===== config.mk =====
export PLATFORM = sky130hd
export DESIGN_NAME = igp_gate_ctrl
export DESIGN_NICKNAME = d
export VERILOG_FILES = /design/src/igp_pkg.sv /design/src/igp_phase_if.sv /design/src/igp_phase_seq.sv /design/src/igp_gate_ctrl.sv
export SDC_FILE = /design/constraint.sdc
export NUM_CORES = 1
export LEC_CHECK = 0
export BUFFER_PORTS_ARGS = -buffer_cell sky130_fd_sc_hd__buf_4
export CAP_MARGIN = 10
export CELL_PAD_IN_SITES_DETAIL_PLACEMENT = 1
export CELL_PAD_IN_SITES_GLOBAL_PLACEMENT = 2
export CORE_MARGIN = 5
export CORE_UTILIZATION = 30
export CTS_CLUSTER_DIAMETER = 120
export CTS_CLUSTER_SIZE = 20
export DETAILED_ROUTE_END_ITERATION = 16
export PLACE_DENSITY = 0.66
export SYNTH_ARGS = -nofsm -noshare
export SYNTH_HDL_FRONTEND = slang
export SYNTH_SLANG_ARGS = --single-unit

===== constraint.sdc =====
create_clock -name core_clk_in -period 5.23 [get_ports core_clk_in]
set_clock_uncertainty 0.15 [all_clocks]
set_input_delay 0.7845 -clock core_clk_in [delete_from_list [all_inputs] [get_ports core_clk_in]]
set_output_delay 0.7845 -clock core_clk_in [all_outputs]
set_load 0.01 [all_outputs]

===== src/igp_pkg.sv =====
// Purpose: shared constants for the inverter gate drive controller
// Assumes: 250 MHz core clock
// Notes: times kept in their own unit, counts derived from them
package igp_pkg;
	localparam int CLK_MHZ = 250;
	// shortest pulse the module honours, in microseconds
	localparam int MIN_PULSE_US = 1;
	localparam int MIN_PULSE_CYC = MIN_PULSE_US * CLK_MHZ;
	// default dead time, in nanoseconds, covering switching delays
	localparam int DEAD_NS = 2000;
	localparam int DEAD_CYC = (DEAD_NS * CLK_MHZ + 999) / 1000;
	// fault clear time with built-in default, in microseconds
	localparam int CLEAR_US = 2000;
	localparam int CLEAR_CYC = CLEAR_US * CLK_MHZ;
	localparam int PHASES = 3;
	// per-phase command encoding
	typedef enum logic [1:0] {IGP_OFF, IGP_UP, IGP_LOW} igp_cmd_t;
endpackage


===== src/igp_phase_if.sv =====
`timescale 1ns/10ps
// Purpose: carrier between the top and one phase sequencer
// Assumes: single clock domain
// Notes: plain signals, no clocking block
interface igp_phase_if;
	igp_pkg::igp_cmd_t cmd;
	logic kill;
	logic up_drv;
	logic low_drv;
	modport top (output cmd, output kill, input up_drv, input low_drv);
	modport seq (input cmd, input kill, output up_drv, output low_drv);
endinterface


===== src/igp_phase_seq.sv =====
`timescale 1ns/10ps
// Purpose: one phase sequencer with dead time and minimum pulse width
// Assumes: kill forces both drives low at once
// Notes: never both drives high
module igp_phase_seq #(
	parameter int DEAD_CYC = igp_pkg::DEAD_CYC,
	parameter int MIN_CYC = igp_pkg::MIN_PULSE_CYC
)(
	// clock and reset
	input wire logic clk_in,
	input wire logic rst_n_in,
	// phase carrier
	igp_phase_if.seq ph
);
	localparam int CW = $clog2(DEAD_CYC + MIN_CYC + 2);
	typedef enum {S_IDLE, S_DEAD, S_UP, S_LOW} igp_seq_t;
	igp_seq_t state_ff;
	logic [CW-1:0] cnt_ff;
	// refuse counts the sequencer cannot serve
	if (DEAD_CYC < 1 || MIN_CYC < 1)
	begin : g_bad_counts
		$error("dead time and pulse width must be at least one cycle");
	end
	// counter reload on every state change
	always_ff @(posedge clk_in or negedge rst_n_in)
	begin
		if (!rst_n_in)
		begin
			state_ff <= S_IDLE;
			cnt_ff <= '0;
		end
		else if (ph.kill)
		begin
			state_ff <= S_IDLE;
			cnt_ff <= CW'(MIN_CYC);
		end
		else if (cnt_ff != '0)
			cnt_ff <= cnt_ff - 1'b1;
		else
		begin
			case (state_ff)
				S_IDLE:
				begin
					if (ph.cmd != igp_pkg::IGP_OFF)
					begin
						state_ff <= S_DEAD;
						cnt_ff <= CW'(DEAD_CYC - 1);
					end
				end
				S_DEAD:
				begin
					if (ph.cmd == igp_pkg::IGP_UP)
						state_ff <= S_UP;
					else if (ph.cmd == igp_pkg::IGP_LOW)
						state_ff <= S_LOW;
					else
						state_ff <= S_IDLE;
					cnt_ff <= CW'(MIN_CYC - 1);
				end
				S_UP, S_LOW:
				begin
					// any change passes through a dead period
					if ((state_ff == S_UP && ph.cmd != igp_pkg::IGP_UP) ||
						(state_ff == S_LOW && ph.cmd != igp_pkg::IGP_LOW))
					begin
						state_ff <= S_DEAD;
						cnt_ff <= CW'(DEAD_CYC - 1);
					end
				end
				default:
					state_ff <= S_IDLE;
			endcase
		end
	end
	// drives decoded from state, so they cannot overlap
	assign ph.up_drv = (state_ff == S_UP) && !ph.kill;
	assign ph.low_drv = (state_ff == S_LOW) && !ph.kill;
endmodule // igp_phase_seq


===== src/igp_gate_ctrl.sv =====
`timescale 1ns/10ps
// Purpose: motor controller side driving a three-phase power module
// Assumes: module fault pin is open drain, pulled up, sampled here
// Notes: gate inputs go low on the edge after any sampled fault
//   the clear timer restarts while the pin stays low
//   upper requests wait until a lower request starts a run
//   a user stop may cut a gate pulse short of the minimum
//   kill acts on the sequencers and on the pin flops alike
//   reset release reaches the core only after two flops
//   status outputs decode straight from flops
module igp_gate_ctrl #(
	parameter int CLEAR_CYC = igp_pkg::CLEAR_CYC,
	parameter int DEAD_CYC = igp_pkg::DEAD_CYC,
	parameter int MIN_CYC = igp_pkg::MIN_PULSE_CYC
)(
	// clock and reset
	input wire logic core_clk_in,
	input wire logic reset_n_in,
	// user commands, one enable and requests one per phase
	input wire logic enable_in,
	input wire logic [2:0] upper_req_in,
	input wire logic [2:0] lower_req_in,
	// fault pin of the module, open drain
	input wire logic fault_n_pin_in,
	// gate inputs to the module
	output logic upper_gate_input_phase_u_out,
	output logic upper_gate_input_phase_v_out,
	output logic upper_gate_input_phase_w_out,
	output logic lower_gate_input_phase_u_out,
	output logic lower_gate_input_phase_v_out,
	output logic lower_gate_input_phase_w_out,
	// shutdown pin and status
	output logic driver_shutdown_input_out,
	output logic fault_seen_out,
	output logic ready_out
);
	localparam int CCW = $clog2(CLEAR_CYC + 1);
	typedef enum {ST_WAIT, ST_RUN, ST_HOLD} igp_top_t;
	// reset copy and synchronised fault pin
	logic [1:0] rst_sync_ff;
	logic rst_n;
	logic [1:0] fault_sync_ff;
	logic fault_n;
	// protection state and clear timer
	igp_top_t state_ff;
	logic [CCW-1:0] clear_ff;
	// per-phase drives before and after the pin flops
	logic kill;
	logic [2:0] up_drv;
	logic [2:0] low_drv;
	logic [2:0] up_q_ff;
	logic [2:0] low_q_ff;
	// refuse settings the counters cannot serve
	if (CLEAR_CYC < 1)
	begin : g_bad_clear
		$error("clear interval must be at least one cycle");
	end
	if (DEAD_CYC < 1 || MIN_CYC < 1)
	begin : g_bad_seq
		$error("dead time and pulse width must be at least one cycle");
	end
	// the pin set is fixed at three phase pairs
	if (igp_pkg::PHASES != 3)
	begin : g_bad_phases
		$error("phase count must match the three pin pairs");
	end
	// reset release through two flops
	// assertion stays asynchronous, only the release is clocked
	always_ff @(posedge core_clk_in or negedge reset_n_in)
	begin
		if (!reset_n_in)
			rst_sync_ff <= 2'h0;
		else
			rst_sync_ff <= {rst_sync_ff[0], 1'b1};
	end
	assign rst_n = rst_sync_ff[1];
	// fault pin is asynchronous, two flops before use
	// idles high so no false fault follows reset
	always_ff @(posedge core_clk_in or negedge rst_n)
	begin
		if (!rst_n)
			fault_sync_ff <= 2'h3;
		else
			fault_sync_ff <= {fault_sync_ff[0], fault_n_pin_in};
	end
	assign fault_n = fault_sync_ff[1];
	// fault kills, then wait the clear interval before restart
	always_ff @(posedge core_clk_in or negedge rst_n)
	begin
		if (!rst_n)
		begin
			state_ff <= ST_WAIT;
			clear_ff <= '0;
		end
		// timer reloads every cycle the pin stays low
		else if (!fault_n)
		begin
			state_ff <= ST_HOLD;
			clear_ff <= CCW'(CLEAR_CYC);
		end
		else
		begin
			case (state_ff)
				ST_HOLD:
				begin
					// drives stay off until the timer runs out
					if (clear_ff != '0)
						clear_ff <= clear_ff - 1'b1;
					else
						state_ff <= ST_WAIT;
				end
				ST_WAIT:
				begin
					// module idles until a lower input arrives
					if (enable_in && (|lower_req_in))
						state_ff <= ST_RUN;
				end
				ST_RUN:
				begin
					// a user stop drops back to waiting for a lower
					if (!enable_in)
						state_ff <= ST_WAIT;
				end
				default:
					state_ff <= ST_WAIT;
			endcase
		end
	end
	// combinational kill avoids a cycle of drive after a fault
	// a user stop kills as well, so a stop may cut a pulse short
	assign kill = !fault_n ||
		state_ff == ST_HOLD ||
		!enable_in;
	// one sequencer per phase, each with its own carrier
	genvar gi;
	generate
		for (gi = 0; gi < igp_pkg::PHASES; gi++)
		begin : g_ph
			igp_phase_if pif();
			// both requests at once never reach the module
			always_comb
			begin
				if (upper_req_in[gi] && !lower_req_in[gi])
					pif.cmd = igp_pkg::IGP_UP;
				else if (lower_req_in[gi] && !upper_req_in[gi])
					pif.cmd = igp_pkg::IGP_LOW;
				else
					pif.cmd = igp_pkg::IGP_OFF;
				// only lower drive allowed while waiting to start
				if (state_ff == ST_WAIT && pif.cmd == igp_pkg::IGP_UP)
					pif.cmd = igp_pkg::IGP_OFF;
			end
			// every phase shares the one kill
			assign pif.kill = kill;
			// sequencer keeps dead time and minimum width
			igp_phase_seq #(
				.DEAD_CYC(DEAD_CYC),
				.MIN_CYC(MIN_CYC)
			) u_seq (
				.clk_in(core_clk_in),
				.rst_n_in(rst_n),
				.ph(pif)
			);
			assign up_drv[gi] = pif.up_drv;
			assign low_drv[gi] = pif.low_drv;
		end
	endgenerate
	// registered pin drivers, cleared on the edge after kill
	// the flop keeps decode glitches off the pins
	always_ff @(posedge core_clk_in or negedge rst_n)
	begin
		if (!rst_n)
		begin
			up_q_ff <= 3'h0;
			low_q_ff <= 3'h0;
		end
		else
		begin
			up_q_ff <= kill ? 3'h0 : up_drv;
			low_q_ff <= kill ? 3'h0 : low_drv;
		end
	end
	// phase u in bit 0, w in bit 2
	assign upper_gate_input_phase_u_out = up_q_ff[0];
	assign upper_gate_input_phase_v_out = up_q_ff[1];
	assign upper_gate_input_phase_w_out = up_q_ff[2];
	assign lower_gate_input_phase_u_out = low_q_ff[0];
	assign lower_gate_input_phase_v_out = low_q_ff[1];
	assign lower_gate_input_phase_w_out = low_q_ff[2];
	// shutdown released while enabled and no fault is seen
	// a fault pulls it low one flop after it is seen
	always_ff @(posedge core_clk_in or negedge rst_n)
	begin
		if (!rst_n)
			driver_shutdown_input_out <= 1'b0;
		else
			driver_shutdown_input_out <= enable_in && fault_n;
	end
	// status straight from the sync flop and the state
	assign fault_seen_out = !fault_n;
	assign ready_out = state_ff == ST_RUN;
endmodule // igp_gate_ctrl


---- Word-level counts from Yosys, hierarchy flattened ----
Cells that the tools add are included.
cells by class
  $mul .................................... 0
  divide/modulo/power cells ............... 0
  add/subtract/negate cells ............... 4
  shift-type cells ........................ 0
  equality and inequality tests ........... 54
  bitwise gates (word level) .............. 0
  mux-type cells .......................... 55
  reduce and logical (&&, ||, !) cells .... 64
  magnitude comparators ................... 0
operators by type and width
  cell                                                                    number
  32-bit two-way mux                                                      19
  32-bit one-hot mux with 3 select lines                                  4
  32-bit by 2-bit equality test with 1-bit output, second input constant  8
  32-bit by 3-bit equality test with 1-bit output, second input constant  7
  32-bit zero test                                                        5
  32-bit by 1-bit equality test with 1-bit output, second input constant  4
  10-bit two-way mux                                                      12
  10-bit one-hot mux with 3 select lines                                  3
  19-bit two-way mux                                                      3
  10-bit nonzero test                                                     3
  10-bit by 1-bit subtractor with 10-bit output, second input constant    3
  2-bit two-way mux                                                       12
  4-bit by 1-bit != test with 1-bit output, second input constant         6
  1-bit logical AND                                                       23
  3-bit AND reduction                                                     7
  19-bit nonzero test                                                     1
  19-bit by 1-bit subtractor with 19-bit output, second input constant    1
  3-bit by 1-bit != test with 1-bit output, second input constant         6
  2-bit by 1-bit != test with 1-bit output, second input constant         8
  5-bit nonzero test                                                      3
  2-bit by 1-bit equality test with 1-bit output, second input constant   6
  1-bit zero test                                                         9
  3-bit != test, second input constant                                    3
  2-bit equality test, second input constant                              3
  7 further kinds                                                         18
word-level totals
  input port bits ......................... 10
  bits in latches ......................... 0
  word-level logic and storage cells ...... 190
  memory bits (read-only) ................. 0
  register bits ........................... 188
  output and inout port bits .............. 9
  memories ................................ 0
  RAM bits ................................ 0

---- Longest topological paths before layout ----
  word-level depth ........................ 14
  mapped depth ............................ 7

---- Modules after synthesis ----
Synthesis repeated with hierarchy kept, for this count alone.
unflattened totals
  cell total of the unflattened synthesis .. 396
  area total of the unflattened synthesis .. 3,861.2 um^2
modules (own cells, without submodules)
  module                              cells an instance  times used  area an instance (um^2)
  igp_gate_ctrl                       160                1           1,627.8
  igp_phase_seq at g_ph[0].u_seq ...  78                 2           739.5
  igp_phase_seq at g_ph[2].u_seq      80                 1           754.5

---- Least setup slack after synthesis ----
No wires, ideal clock.
  kind .................................... reg-to-reg
  start ................................... register g_ph[2].u_seq.cnt_ff[0]
  end ..................................... register g_ph[2].u_seq.cnt_ff[5]
  data required time ...................... 4.938 ns
  path buffers ............................ 1
  stages on the path, launching flop included .. 8
  path slack .............................. 2.903 ns
  data arrival time ....................... 2.035 ns
  cell sequence ........................... dfrtp_1 -> inv_1 -> ha_1 -> or3b_2 -> or4_1 -> buf_2 -> a311oi_4 -> a311oi_1
between the ends
  longest elaborated chain between the ends .. 3
  elaborated cells between the ends (all ways) .. 8
  those cells by class .................... add/sub: 1; eq/ne: 2; mux: 2; reduce/logical: 3
RTL lines
  item                                                                                  RTL line                                  RTL
  from (decl)                                                                           igp_phase_seq.sv:18                       logic [CW-1:0] cnt_ff;
  from (signal assigned)                                                                igp_phase_seq.sv:35                       cnt_ff <= CW'(MIN_CYC);
  from (signal assigned)                                                                igp_phase_seq.sv:38                       cnt_ff <= cnt_ff - 1'b1;
  from (signal assigned)                                                                igp_phase_seq.sv:47                       cnt_ff <= CW'(DEAD_CYC - 1);
  10-bit by 1-bit subtractor with 10-bit output or 10-bit nonzero test (tied branches)  igp_phase_seq.sv:38, igp_phase_seq.sv:37
  10-bit two-way mux, or another cell as far along                                      igp_phase_seq.sv:37                       else if (cnt_ff != '0)
  10-bit two-way mux or 3-bit AND reduction (tied branches)                             n/a
Parallel ways exist; a longest one is shown, timed or not.
A chain may end at the register's enable or synchronous reset.

---- Worst setup path in the final report ----
  start ................................... register g_ph[2].u_seq.cnt_ff[1]
  end ..................................... register g_ph[2].u_seq.cnt_ff[7]
The elaborated chain is that of the path after synthesis.

==> results.yml <==
synthesis:
  syn_nets: 408
  ys_warn_count: 0
  synth-edff-count: 0
  synthTopCellsByArea: "dfrtp_1 (44%), mux2i_1 (4.6%), nand2_1 (3.2%)"
  synth.most_common_cell: "dfrtp_1"
  synth-seq-area-share_pct: 45.8
  avgSynthCellArea_um2: 9.44
  synthArstFlopShare_pct: 100
  synth_top_area_share_pct: 44.4
  synth_ff_type: "dfrtp_1"
  syn-instance-count: 394
  synthesis.area_mm2: 0.00372
  ys_seq_elements: 68
  synth.distinct_cells: 54
  synth_top_cells_by_count: "dfrtp_1 (66), nand2_1 (32), nor2_1 (23)"
  synth_top_area_cell: "dfrtp_1"
sta:
  max_slew_margin_pct: 37.9
  hold-worst-slack_ns: 0.0773
  maxClockFrequency_mhz: 381
  layout_setup_ws_ns: 2.60
  slew_violations: 0
  setup_tns_ns: 0
  period_share_pct: 50.2
  rsz0062_at_grt: "false"
  worst_pin_slew_ns: 0.929
  period_needed_ns: 2.63
  final_hold_viol_count: 0
  setup-violations-final: 0
finish:
  syn_to_final_growth_pct: 17.0
  diodes: 0
  fin_util_pct: 36.1
  drive_above_1_share_pct: 11.9
  final_cell_count_no_fill: 581
  fin_nets: 422
setup_path:
  critPathMaxStageDelay_ns: 0.60
  cp.required_ns: 5.27
  cp_num_buf_inv: 1
  worst_setup_path_end_kind: "flip-flop"
  cp.arrival_ns: 2.66
  crit_type: "flip-flop to flip-flop"
  crit_start: "g_ph[2].u_seq.cnt_ff[1]"
  crit_path_max_fanout: 7
  startpoint_type: "flip-flop"
  r2r-start: "g_ph[2].u_seq.cnt_ff[1]"
  slowest_stage: "or4_1"
  cp_cell_sequence: "inv_1 > ha_1 > or3b_2 > or4_1 > a311oi_4 > a311oi_1"
  crit_family: "simple AND/OR/NAND/NOR gates"
clock_network:
  ctsHtreeMaxLevel: 3
  numClockSinks: 68
  root_buffer: "clkbuf_16"
  clk_pin_slew_worst_paths_ns: 0.06
  clk_path_buf_depth: 2
  cts_buffers: 9
  cts_setup_buffers: 0
  clock_latency_ns: 0.33
  cts_tree: "yes"
  cts_hold_buf: 0
  cts.repair.resized: 0
detailed_routing:
  drc: 0
  viasPerCell: 5.21
  drt-initial-drc-count: 99
  firstDrtPassIters: 4
  vias: 3028
  wl_per_cell_um: 16.4
  drt-total-wl_um: 9520
  ant_nets: 0
placement:
  dp_hpwl_um: 6460
  dp_slack_ns: 2.51
  gp_congestion: 0.731
  io_buffer_count: 18
  place_inst: 564
global_route:
  grt_pass1_wl_um: 16200
  antenna_found_initial: 0
  grt_use_total_pct: 13.8
  grt_overflow: 0
  grt_pass1_vias: 3215
  grt_max_degree: 67
die:
  fp.dieH_um: 121
  core_mm2: 0.0121
  die_x_um: 121
  io_pins: 19
  die_area_mm2: 0.0147
  start_util_pct: 30.8
  num_rows: 40
power:
  ir_drop_uv: 156
  leakagePower_nw: 1.61
  power.density_mw_per_mm2: 295
min_path:
  hold_class: "primary input to asynchronous set/reset pin"
run:
  cap_violations: 0
run_status:
  status: "finished clean"
-- kinds of logic (layout without fill, tap and decap cells) --
group | count (synthesis) | count (layout) | synth area share, %
DFF | 68 | 68 | 45.8
other | 1 | 1 | 0.101
xor gates and xnor gates | 9 | 9 | 2.12
muxes | 20 | 20 | 5.48
and+or+nand+nor | 175 | 175 | 26.6
adders and majority gates | 4 | 4 | 1.35
AOI/OAI and AO/OA | 85 | 85 | 15.3
buffers and inverters | 32 | 51 | 3.30
-- cell usage in the layout (no fill, tap or decap), types with 3 or more instances in the layout --
cell type and count:
or4_1 11, nor3b_1 5, mux2i_1 17, clkbuf_8 4, mux2_1 3, ha_1 4, nand2_1 32, a2111oi_0 5
o211ai_1 5, buf_4 20, nand3_1 12, a21oi_1 15, nand2b_1 17, a211oi_1 7, o31ai_1 8, and3_1 3
a21o_1 3, nor2b_1 7, o21ai_1 14, nor3_1 19, o21ai_0 12, clkbuf_16 9, or3_1 9, a311oi_1 3
and2_1 5, inv_1 14, nor2_1 22, nor4_1 13, a31oi_1 3, xnor2_1 9, dfrtp_1 65
-- worst reg2reg max path, delay by kind of cell (launching register included) --
family                     cells  cell delay (ns)
AOI/OAI and AO/OA              2             0.50
adders and majority gates      1             0.19
buffers and inverters          1             0.10
DFF                            1             0.42
and+or+nand+nor                2             1.11
-- worst paths after layout --
path	to	slack, ns	depth (start not counted)
max in group asynchronous	g_ph[1].u_seq.cnt_ff[3]	4.05	1
worst min-delay path	rst_sync_ff[1]	0.08	1
worst max-delay path	g_ph[2].u_seq.cnt_ff[7]	2.60	6
worst max register to register	g_ph[2].u_seq.cnt_ff[7]	2.60	6
min in group core_clk_in	fault_sync_ff[1]	0.20	0
worst min register to register	fault_sync_ff[1]	0.20	0
-- state kept, by name (all words and copies together), names as in the netlist --
signal and flops:
driver_shutdown_input_out 1, g_ph.u_seq.state_ff 6, fault_sync_ff 2, g_ph.u_seq.cnt_ff 30, rst_sync_ff 2, low_q_ff 3, up_q_ff 3, state_ff 2
clear_ff 19
-- per-stage QoR --
step	instance area, um^2	power (W)
3_3_place_gp	4010	0.000646
6_report	4350	0.00128
2_1_floorplan	3720	0.000616
5_1_grt	4350	0.00135
3_5_place_dp	4010	0.000647
4_1_cts	4340	0.00131
-- metal layers --
metal | track usage, % | vias up | share of wire, %
met5 | 0 | - | 0
met4 | 4.97 | 0 | 1.2
met3 | 2.98 | 9 | 2.1
met2 | 22.0 | 23 | 46
met1 | 18.5 | 1517 | 50
li1 | - | 1479 | -
-- area by class of cell --
| class | count | area, um^2 |
|---|---|---|
| clock inverter | 3 | 42.5 |
| multi-input combinational | 294 | 1900 |
| fill | 1405 | 7710 |
| timing repair buffer | 21 | 165 |
| inverter | 14 | 52.6 |
| tap | 168 | 210 |
| clock buffer | 13 | 280 |
| sequential | 68 | 1710 |
-- power by group --
group	leakage [nW]	switching [W]	internal [W]
clock network	0.158	0.000226	0.000420
logic	0.657	0.0000495	0.0000310
registers	0.796	0.0000171	0.000539
No activity file was read; power rests on OpenSTA's default activity.
